$ cat config.mk
export PLATFORM = sky130hd
export DESIGN_NAME = lds_dev_flat
export DESIGN_NICKNAME = d
export VERILOG_FILES = /design/src/core/lds_pkg.sv /design/src/core/lds_if.sv /design/src/core/lds_sync.sv /design/src/core/lds_dev.sv /design/src/flat_wrapper.sv
export SDC_FILE = /design/constraint.sdc
export NUM_CORES = 1
export LEC_CHECK = 0
export BUFFER_PORTS_ARGS = -buffer_cell sky130_fd_sc_hd__buf_2
export CAP_MARGIN = 20
export CORE_ASPECT_RATIO = 1.4
export CORE_UTILIZATION = 35
export DETAILED_ROUTE_END_ITERATION = 7
export PLACE_DENSITY = 0.62
export SETUP_SLACK_MARGIN = 0.1
export SLEW_MARGIN = 10
export SYNTH_ARGS = -nofsm -noshare
export SYNTH_HDL_FRONTEND = slang
export SYNTH_HIERARCHICAL = 1
export SYNTH_SLANG_ARGS = --single-unit
export TNS_END_PERCENT = 5
$ cat constraint.sdc
create_clock -name clk -period 2.9 [get_ports clk]
set_clock_uncertainty 0.05 [all_clocks]
set_input_delay 0 -clock clk [delete_from_list [all_inputs] [get_ports clk]]
set_output_delay 0 -clock clk [all_outputs]
set_load 0.05 [all_outputs]
$ cat src/core/lds_pkg.sv
// Purpose: Shared constants for the line driver serial control link.
// Assumes: 50 MHz system clock on both ends.
// Notes:   Word layout, timing figures and host register map live here.
package lds_pkg;
  // Word geometry
  localparam int unsigned WORD_BITS  = 12;           // Bits per word
  localparam int unsigned WORD_CYCLES = 13;          // Clock cycles per word
  localparam logic [3:0]  BIT_CNT_W  = 4'hc;         // Count at full word
  localparam logic [3:0]  CYC_LAST   = 4'hd;         // Cycles incl. trailer
  // Bit positions inside a word
  localparam int unsigned POS_START_HI = 0;          // Must be high
  localparam int unsigned POS_START_LO = 1;          // Must be low
  localparam int unsigned POS_SEL_CH1  = 2;          // Load channel one
  localparam int unsigned POS_SEL_CH2  = 3;          // Load channel two
  localparam int unsigned POS_SET_LO   = 4;          // First settings bit
  localparam int unsigned POS_PARITY   = 10;         // Odd parity bit
  localparam int unsigned POS_STOP     = 11;         // Must be high
  // Settings layout (6 bits, word bits 4..9)
  localparam int unsigned SET_W        = 6;          // Settings width
  localparam int unsigned SET_DRV      = 0;          // Driver on bit
  localparam int unsigned SET_ARM      = 1;          // Boost arm bit
  localparam logic [5:0]  SET_RST      = 6'h00;      // Disabled state
  localparam logic [11:0] WORD_ALL_ONE = 12'hfff;    // Reset-equivalent
  localparam logic [11:0] WORD_RST     = 12'h000;    // Shift reg clear
  // Timing at 50 MHz
  localparam int unsigned CLK_NS       = 20;         // System clock period
  localparam int unsigned HALF_NS      = 460;        // Half link period
  localparam int unsigned HALF_CYC     = (HALF_NS + CLK_NS - 1) / CLK_NS;
  localparam int unsigned RST_HOLD_NS  = 400;        // Reset hold time
  localparam int unsigned RST_HOLD_CYC = (RST_HOLD_NS + CLK_NS - 1) / CLK_NS;
  localparam int unsigned RST_REL_NS   = 200;        // Release to first bit
  localparam int unsigned RST_REL_CYC  = (RST_REL_NS + CLK_NS - 1) / CLK_NS;
  // Host command register map
  localparam logic [3:0]  ADDR_CMD     = 4'h0;       // Write: send word
  localparam logic [3:0]  ADDR_RESET   = 4'h1;       // Write: pulse reset
  localparam logic [3:0]  ADDR_STATUS  = 4'h2;       // Read: busy bit
  localparam logic [3:0]  ADDR_LAST    = 4'h3;       // Read: last word
  // Host sequencer states
  typedef enum logic [2:0] {
    H_IDLE  = 3'b000,
    H_RST   = 3'b001,
    H_REL   = 3'b010,
    H_LOW   = 3'b011,
    H_HIGH  = 3'b100
  } host_state_t;
endpackage : lds_pkg

$ cat src/core/lds_if.sv
// Purpose: Pin bundle between host controller and line driver control.
// Assumes: All pins are one-way logic levels.
// Notes:   Host drives clock, data and reset; boost gates are host side.
interface lds_if;
  logic       ser_clk;          // Serial clock, idles high
  logic       ser_data;         // Serial data, idles high
  logic       dev_rst;          // Active high device reset
  logic [1:0] boost_gate;       // Boost gate pins, channel one in bit 0
  modport host (output ser_clk, output ser_data, output dev_rst,
                output boost_gate);
  modport dev  (input ser_clk, input ser_data, input dev_rst,
                input boost_gate);
endinterface : lds_if

$ cat src/core/lds_sync.sv
// Purpose: Two flop synchroniser for asynchronous inputs.
// Assumes: Input is a slow level.
// Notes:   First stage is read only by the second.
module lds_sync #(
  parameter int unsigned W = 1
) (
  input  wire logic         clk,
  input  wire logic         ce,
  input  wire logic [W-1:0] d,
  output logic      [W-1:0] q
);
  logic [W-1:0] meta_reg;   // First stage
  logic [W-1:0] meta_next;  // First stage next
  logic [W-1:0] q_next;     // Second stage next
  // Next values, frozen while the enable is low
  always_comb begin
    meta_next = ce ? d : meta_reg;
    q_next    = ce ? meta_reg : q;
  end
  // Register both stages
  always_ff @(posedge clk) begin
    meta_reg <= meta_next;
    q        <= q_next;
  end
endmodule : lds_sync

$ cat src/core/lds_dev.sv
// Purpose: Device end, receives control words and drives channel state.
// Assumes: Pins are asynchronous, sampled by a 50 MHz clock.
// Notes:   Device reset pin acts without waiting for the sampled edge.
//
// How it works
// Data sampled on each link clock rise.
// Host changes data only on falls.
// Host clock period and duty bounded.
// Host holds reset, waits before bits.
// Twelve bits over thirteen clock cycles.
// Clock and data idle high between words.
// Bad framing or parity word discarded.
// Bits two to ten odd parity.
// Select bits load settings per channel.
// Driver bit enables, arm bit arms boost.
// Disabled driver removes bias, floats outputs; code only floats outputs, bias level still follows settings.
// Boost needs arm bit and gate pin.
// Bias level four bits, bit six MSB.
// Gate pin one boosts channel one.
// Reset clears settings and shift register.
// All ones word acts as reset.
// Count from first rise, apply after thirteenth.
module lds_dev (
  input  wire logic       clk,
  input  wire logic       sys_rst,
  input  wire logic       ce,
  lds_if.dev              pins,
  output logic [1:0]      driver_on,       // Line driver enabled
  output logic [1:0]      outputs_hiz,     // Outputs high impedance
  output logic [1:0]      boost_armed,     // Boost supply armed
  output logic [1:0]      boost_active,    // Full boost operation
  output logic [3:0]      bias_level_ch1,  // Channel one bias level
  output logic [3:0]      bias_level_ch2,  // Channel two bias level
  output logic            word_reject      // Pulse: word discarded
);
  // Top bit of the parity span
  localparam int unsigned POS_PAR_HI = lds_pkg::POS_PARITY;
  logic [4:0]  pin_s;          // Synchronised pins
  logic        clk_d_reg;      // Previous sampled link clock
  logic        clk_d_next;
  logic [11:0] shift_reg;      // Bit i holds word bit i
  logic [11:0] shift_next;
  logic [3:0]  cyc_reg;        // Link clock rises counted
  logic [3:0]  cyc_next;
  logic [5:0]  set_reg  [2];   // Channel settings
  logic [5:0]  set_next [2];
  logic        rej_next;
  logic [1:0]  drv_n, arm_n, hiz_n, bst_n;
  logic [3:0]  lvl1_n, lvl2_n;
  logic        rise, dev_rst_s, valid, parity_ok;

  // Pins cross into the system clock domain
  lds_sync #(.W(5)) u_sync (
    .clk (clk),
    .ce  (ce),
    .d   ({pins.boost_gate, pins.dev_rst, pins.ser_data, pins.ser_clk}),
    .q   (pin_s)
  );

  assign rise      = pin_s[0] & ~clk_d_reg;
  assign dev_rst_s = pin_s[2];
  assign parity_ok = ^shift_reg[POS_PAR_HI:2];
  assign valid     = shift_reg[lds_pkg::POS_START_HI]
                     & ~shift_reg[lds_pkg::POS_START_LO]
                     & shift_reg[lds_pkg::POS_STOP]
                     & parity_ok;

  // Receiver and channel settings next state
  always_comb begin
    clk_d_next  = pin_s[0];
    shift_next  = shift_reg;
    cyc_next    = cyc_reg;
    set_next[0] = set_reg[0];
    set_next[1] = set_reg[1];
    rej_next    = 1'b0;
    if (dev_rst_s) begin
      // Reset pin clears shift register, rise count and settings
      shift_next  = lds_pkg::WORD_RST;
      cyc_next    = 4'h0;
      set_next[0] = lds_pkg::SET_RST;
      set_next[1] = lds_pkg::SET_RST;
    end else if (rise) begin
      cyc_next = cyc_reg + 4'h1;
      if (cyc_reg < lds_pkg::BIT_CNT_W) begin
        // Capture next bit in transmission order
        shift_next[cyc_reg] = pin_s[1];
      end else begin
        // Thirteenth rise completes the word
        cyc_next   = 4'h0;
        shift_next = lds_pkg::WORD_RST;
        if (shift_reg == lds_pkg::WORD_ALL_ONE) begin
          set_next[0] = lds_pkg::SET_RST;
          set_next[1] = lds_pkg::SET_RST;
        end else if (valid) begin
          if (shift_reg[lds_pkg::POS_SEL_CH1]) begin
            set_next[0] = shift_reg[9:4];
          end
          if (shift_reg[lds_pkg::POS_SEL_CH2]) begin
            set_next[1] = shift_reg[9:4];
          end
        end else begin
          rej_next = 1'b1;
        end
      end
    end
    // Output decode
    drv_n  = {set_next[1][lds_pkg::SET_DRV], set_next[0][lds_pkg::SET_DRV]};
    arm_n  = {set_next[1][lds_pkg::SET_ARM], set_next[0][lds_pkg::SET_ARM]};
    hiz_n  = ~drv_n;
    bst_n  = arm_n & pin_s[4:3];
    // Field bit 2 (word bit 6) is the MSB, so reverse order
    lvl1_n = {set_next[0][2], set_next[0][3], set_next[0][4],
              set_next[0][5]};
    lvl2_n = {set_next[1][2], set_next[1][3], set_next[1][4],
              set_next[1][5]};
  end

  // Register receiver, settings and outputs
  always_ff @(posedge clk) begin
    if (sys_rst) begin
      clk_d_reg      <= 1'b1;
      shift_reg      <= lds_pkg::WORD_RST;
      cyc_reg        <= 4'h0;
      set_reg[0]     <= lds_pkg::SET_RST;
      set_reg[1]     <= lds_pkg::SET_RST;
      driver_on      <= 2'h0;
      outputs_hiz    <= 2'h3;
      boost_armed    <= 2'h0;
      boost_active   <= 2'h0;
      bias_level_ch1 <= 4'h0;
      bias_level_ch2 <= 4'h0;
      word_reject    <= 1'b0;
    end else if (ce) begin
      clk_d_reg      <= clk_d_next;
      shift_reg      <= shift_next;
      cyc_reg        <= cyc_next;
      set_reg[0]     <= set_next[0];
      set_reg[1]     <= set_next[1];
      driver_on      <= drv_n;
      outputs_hiz    <= hiz_n;
      boost_armed    <= arm_n;
      boost_active   <= bst_n;
      bias_level_ch1 <= lvl1_n;
      bias_level_ch2 <= lvl2_n;
      word_reject    <= rej_next;
    end
  end
endmodule : lds_dev

$ cat src/flat_wrapper.sv
// flat-port wrapper written by rule: the top's interface ports become plain ports
module lds_dev_flat 
  (clk, sys_rst, ce, driver_on, outputs_hiz, boost_armed, boost_active, bias_level_ch1, bias_level_ch2, word_reject, pins_ser_clk, pins_ser_data, pins_dev_rst, pins_boost_gate);
  lds_if pins_i ();
  input  wire logic clk;
  input  wire logic sys_rst;
  input  wire logic ce;
  output logic [1:0] driver_on;
  output logic [1:0] outputs_hiz;
  output logic [1:0] boost_armed;
  output logic [1:0] boost_active;
  output logic [3:0] bias_level_ch1;
  output logic [3:0] bias_level_ch2;
  output logic word_reject;
  input wire logic [$bits(pins_i.ser_clk)-1:0] pins_ser_clk;
  input wire logic [$bits(pins_i.ser_data)-1:0] pins_ser_data;
  input wire logic [$bits(pins_i.dev_rst)-1:0] pins_dev_rst;
  input wire logic [$bits(pins_i.boost_gate)-1:0] pins_boost_gate;
  assign pins_i.ser_clk = pins_ser_clk;
  assign pins_i.ser_data = pins_ser_data;
  assign pins_i.dev_rst = pins_dev_rst;
  assign pins_i.boost_gate = pins_boost_gate;
  lds_dev u_core (.clk(clk), .sys_rst(sys_rst), .ce(ce), .pins(pins_i), .driver_on(driver_on), .outputs_hiz(outputs_hiz), .boost_armed(boost_armed), .boost_active(boost_active), .bias_level_ch1(bias_level_ch1), .bias_level_ch2(bias_level_ch2), .word_reject(word_reject));
endmodule
==> results by group <==
Power and ir drop
  • Max VDD drop: 0.000249 V
  • Power per cell area: 491 mW/mm^2
  • Lkg Pwr: 1.19 nW

Timing
  • Max_slew headroom: 45.9%
  • Final Cycle Share: 75.7%
  • Max Fclk: 0.455 GHz
  • RSZ-0062 raised after global routing: false
  • Total negative slack: 0 ps
  • # setup viols final: 0
  • Final min period: 2200 ps
  • Endpoints failing hold: 0
  • Worst-Margin Slew: 803 ps
  • Slew Limit Fails: 0

Yosys
  • Largest cells by area after synthesis: dfxtp_1 (28%), edfxtp_1 (27%), ha_1 (4.1%), a21oi_1 (3.9%), a21o_1 (3.4%)
  • EDFF count, synth: 22
  • Area leader, netlist: dfxtp_1
  • Syn Std Cell Area: 0.00243 sq mm
  • Top cell type's share of synthesized area: 28.0%
  • Sequential area share after synthesis: 55.1%
  • Seq cells post-synth: 56
  • Synth Area per Inst: 11.1 sq um
  • Asr flop ratio synth: 0%
  • Ys flop type: dfxtp_1
  • Yosys cell types: 42
  • Post-Synthesis Cells: 220
  • Post-synth net total: 236
  • Warnings from Yosys: 6

Worst hold path
  • Hold Path Class: input pin to flop
  • Hold path endpoint: u_core/shift_reg[1]
  • Worst Hold Depth: 2
  • Hold_sp: sys_rst

Floorplan
  • I/O Pins: 25
  • Die height: 101 um
  • # rows: 35
  • Die Span X: 72.5 um
  • Initial Util: 36.6%
  • Die Area: 0.00730 sq mm
  • Core area: 0.00666 sq mm

Detailed routing
  • DRT iter0 DRCs: 98
  • Routed vias: 1756
  • Wire per inst: 14.1 um
  • ANT nets after route: 0
  • Drt pass-1 iters: 4
  • DRC viols: 0
  • Routed WL: 4840 um
  • Avg Vias per Cell: 5.12

Finish
  • Non-filler cells, final: 343
  • Layout cells sized above 1: 16.7%
  • Ant. Diodes: 0
  • Fillers: 687
  • Commonest non-fill, non-tap cell in the layout: dfxtp_1
  • Layout net count: 266
  • Commonest non-fill, non-tap cells in the layout: dfxtp_1 (34), buf_2 (24), edfxtp_1 (22)
  • Area Overhead vs Synth: 14.4%

Worst setup path
  • RR Endpoint: u_core/set_reg[0][6]
  • Crit path buf inv count: 0
  • Maximum fanout along the worst path: 10
  • Slowest CP cell: xnor3_2
  • Critical Path, Cell by Cell: ha_1 -> xnor3_2 -> xnor2_4 -> a21boi_0 -> o21ai_1 -> nand2_1
  • Worst R2R Setup Slack: 700 ps
  • Reg2Reg Launch Point: u_core/shift_reg[4]
  • CP Capture Type: flop
  • Crit path kind: flop to flop
  • Cells on worst reg2reg path: 6
  • Worst path arrival time: 2200 ps
  • Critical Path Source Type: flop
  • Max incr delay on CP: 420 ps
  • WP data required: 2900 ps
  • Top delay family on crit path: XOR/XNOR gates

Outcome
  • Status: finished clean

Clock tree
  • Clk sinks: 56
  • Clock Root Buffer: clkbuf_8
  • Worst-path clk slew: 100 ps
  • TritonCTS Buffers: 5
  • H-tree Lvls: 2
  • Skew-Pair Late Insertion Delay: 300 ps
  • CTS tree: done
  • Resized cells post-CTS: 0
  • Clock Path Buffers: 2

Placement
  • PortBufs: 24
  • DP HPWL: 3540 um
  • Post-Place Cells: 330
  • Gpl congestion: 0.886

Global route
  • Initial antenna violation count: 0
  • Vias in the first global route: 1584
  • GRT Total Usage: 13.9%
  • Global-route wire length before repair: 7700 um
  • Grt ovf: 0
  • Pin count of the biggest net entering global routing: 18

Job
  • Total of max-cap violations: 0
==> synth_stat cells (3+ instances only) <==
master	n
a21o_1	11
a21oi_1	19
a22o_1	8
and3_1	3
clkbuf_1	5
dfxtp_1	34
edfxtp_1	22
ha_1	8
inv_1	5
nand2_1	18
nand3_1	15
nand4_1	9
nor2_1	14
nor2b_1	6
o21ai_0	9
==> layout make-up <==
cell class / instances / area, sq um / area share [%]
well taps: 92 / 115 / 4.13
multi-input cells: 151 / 1040 / 37.4
repair buffers: 31 / 185 / 6.65
inverters: 5 / 18.8 / 0.674
flip-flops and latches: 56 / 1340 / 48.2
clock inverters: 2 / 11.3 / 0.404
clock buffers: 6 / 72.6 / 2.61
==> routing by layer <==
layer	global-route usage (%)	share of wire [%]	vias up
met5	0	0	-
met4	7.99	3.3	0
met3	2.40	2.0	11
met2	24.4	52	28
met1	15.7	43	844
li1	-	-	873
==> metrics by stage <==
stage	cell area (sq um)	total power [W]	hold slack, ps	setup slack, ps	utilization, %
after floorplan	2430	0.000941	48.9	956	-
after global routing	2790	0.00143	38.1	596	41.8
after CTS	2790	0.00139	22.4	719	41.8
after detailed placement	2650	0.000974	128	729	39.8
final	2790	0.00137	30.9	703	41.8
after global placement	2650	0.000972	127	791	39.8
==> how the worst max path moves through the flow <==
stage | start | endpoint | depth (start not counted)
detailed placement | u_core/shift_reg[4] | u_core/set_reg[0][6] | 6
floorplan | u_core/shift_reg[4] | u_core/set_reg[0][1] | 6
finish | u_core/shift_reg[4] | u_core/set_reg[0][6] | 6
global route | u_core/shift_reg[4] | u_core/set_reg[0][6] | 6
CTS | u_core/shift_reg[4] | u_core/set_reg[0][6] | 6
global placement | u_core/shift_reg[4] | u_core/set_reg[0][1] | 6
==> report_power, final <==
group,internal (W),switching [W]
Combinational,0.0000323,0.0000687
Sequential,0.000846,0.0000137
Clock,0.000168,0.000240
Total,0.00105,0.000322
==> repair_timing <==
item | in CTS | in global routing
hold endpoints to repair | 5 | 0
hold buffers | 5 | 0
setup buffers | 0 | 0
==> logic make-up after synthesis <==
family                   Yosys count  synth area share [%]
XOR/XNOR                           5                  3.50
flip-flops                        56                  55.1
buffers and inverters             13                  2.11
AO/OA/AOI/OAI                     61                  17.1
AND/OR/NAND/NOR                   75                  17.2
multiplexers                       2                 0.823
adder cells (fa/ha/maj)            8                  4.11
No activity file was read; power rests on OpenSTA's default activity.
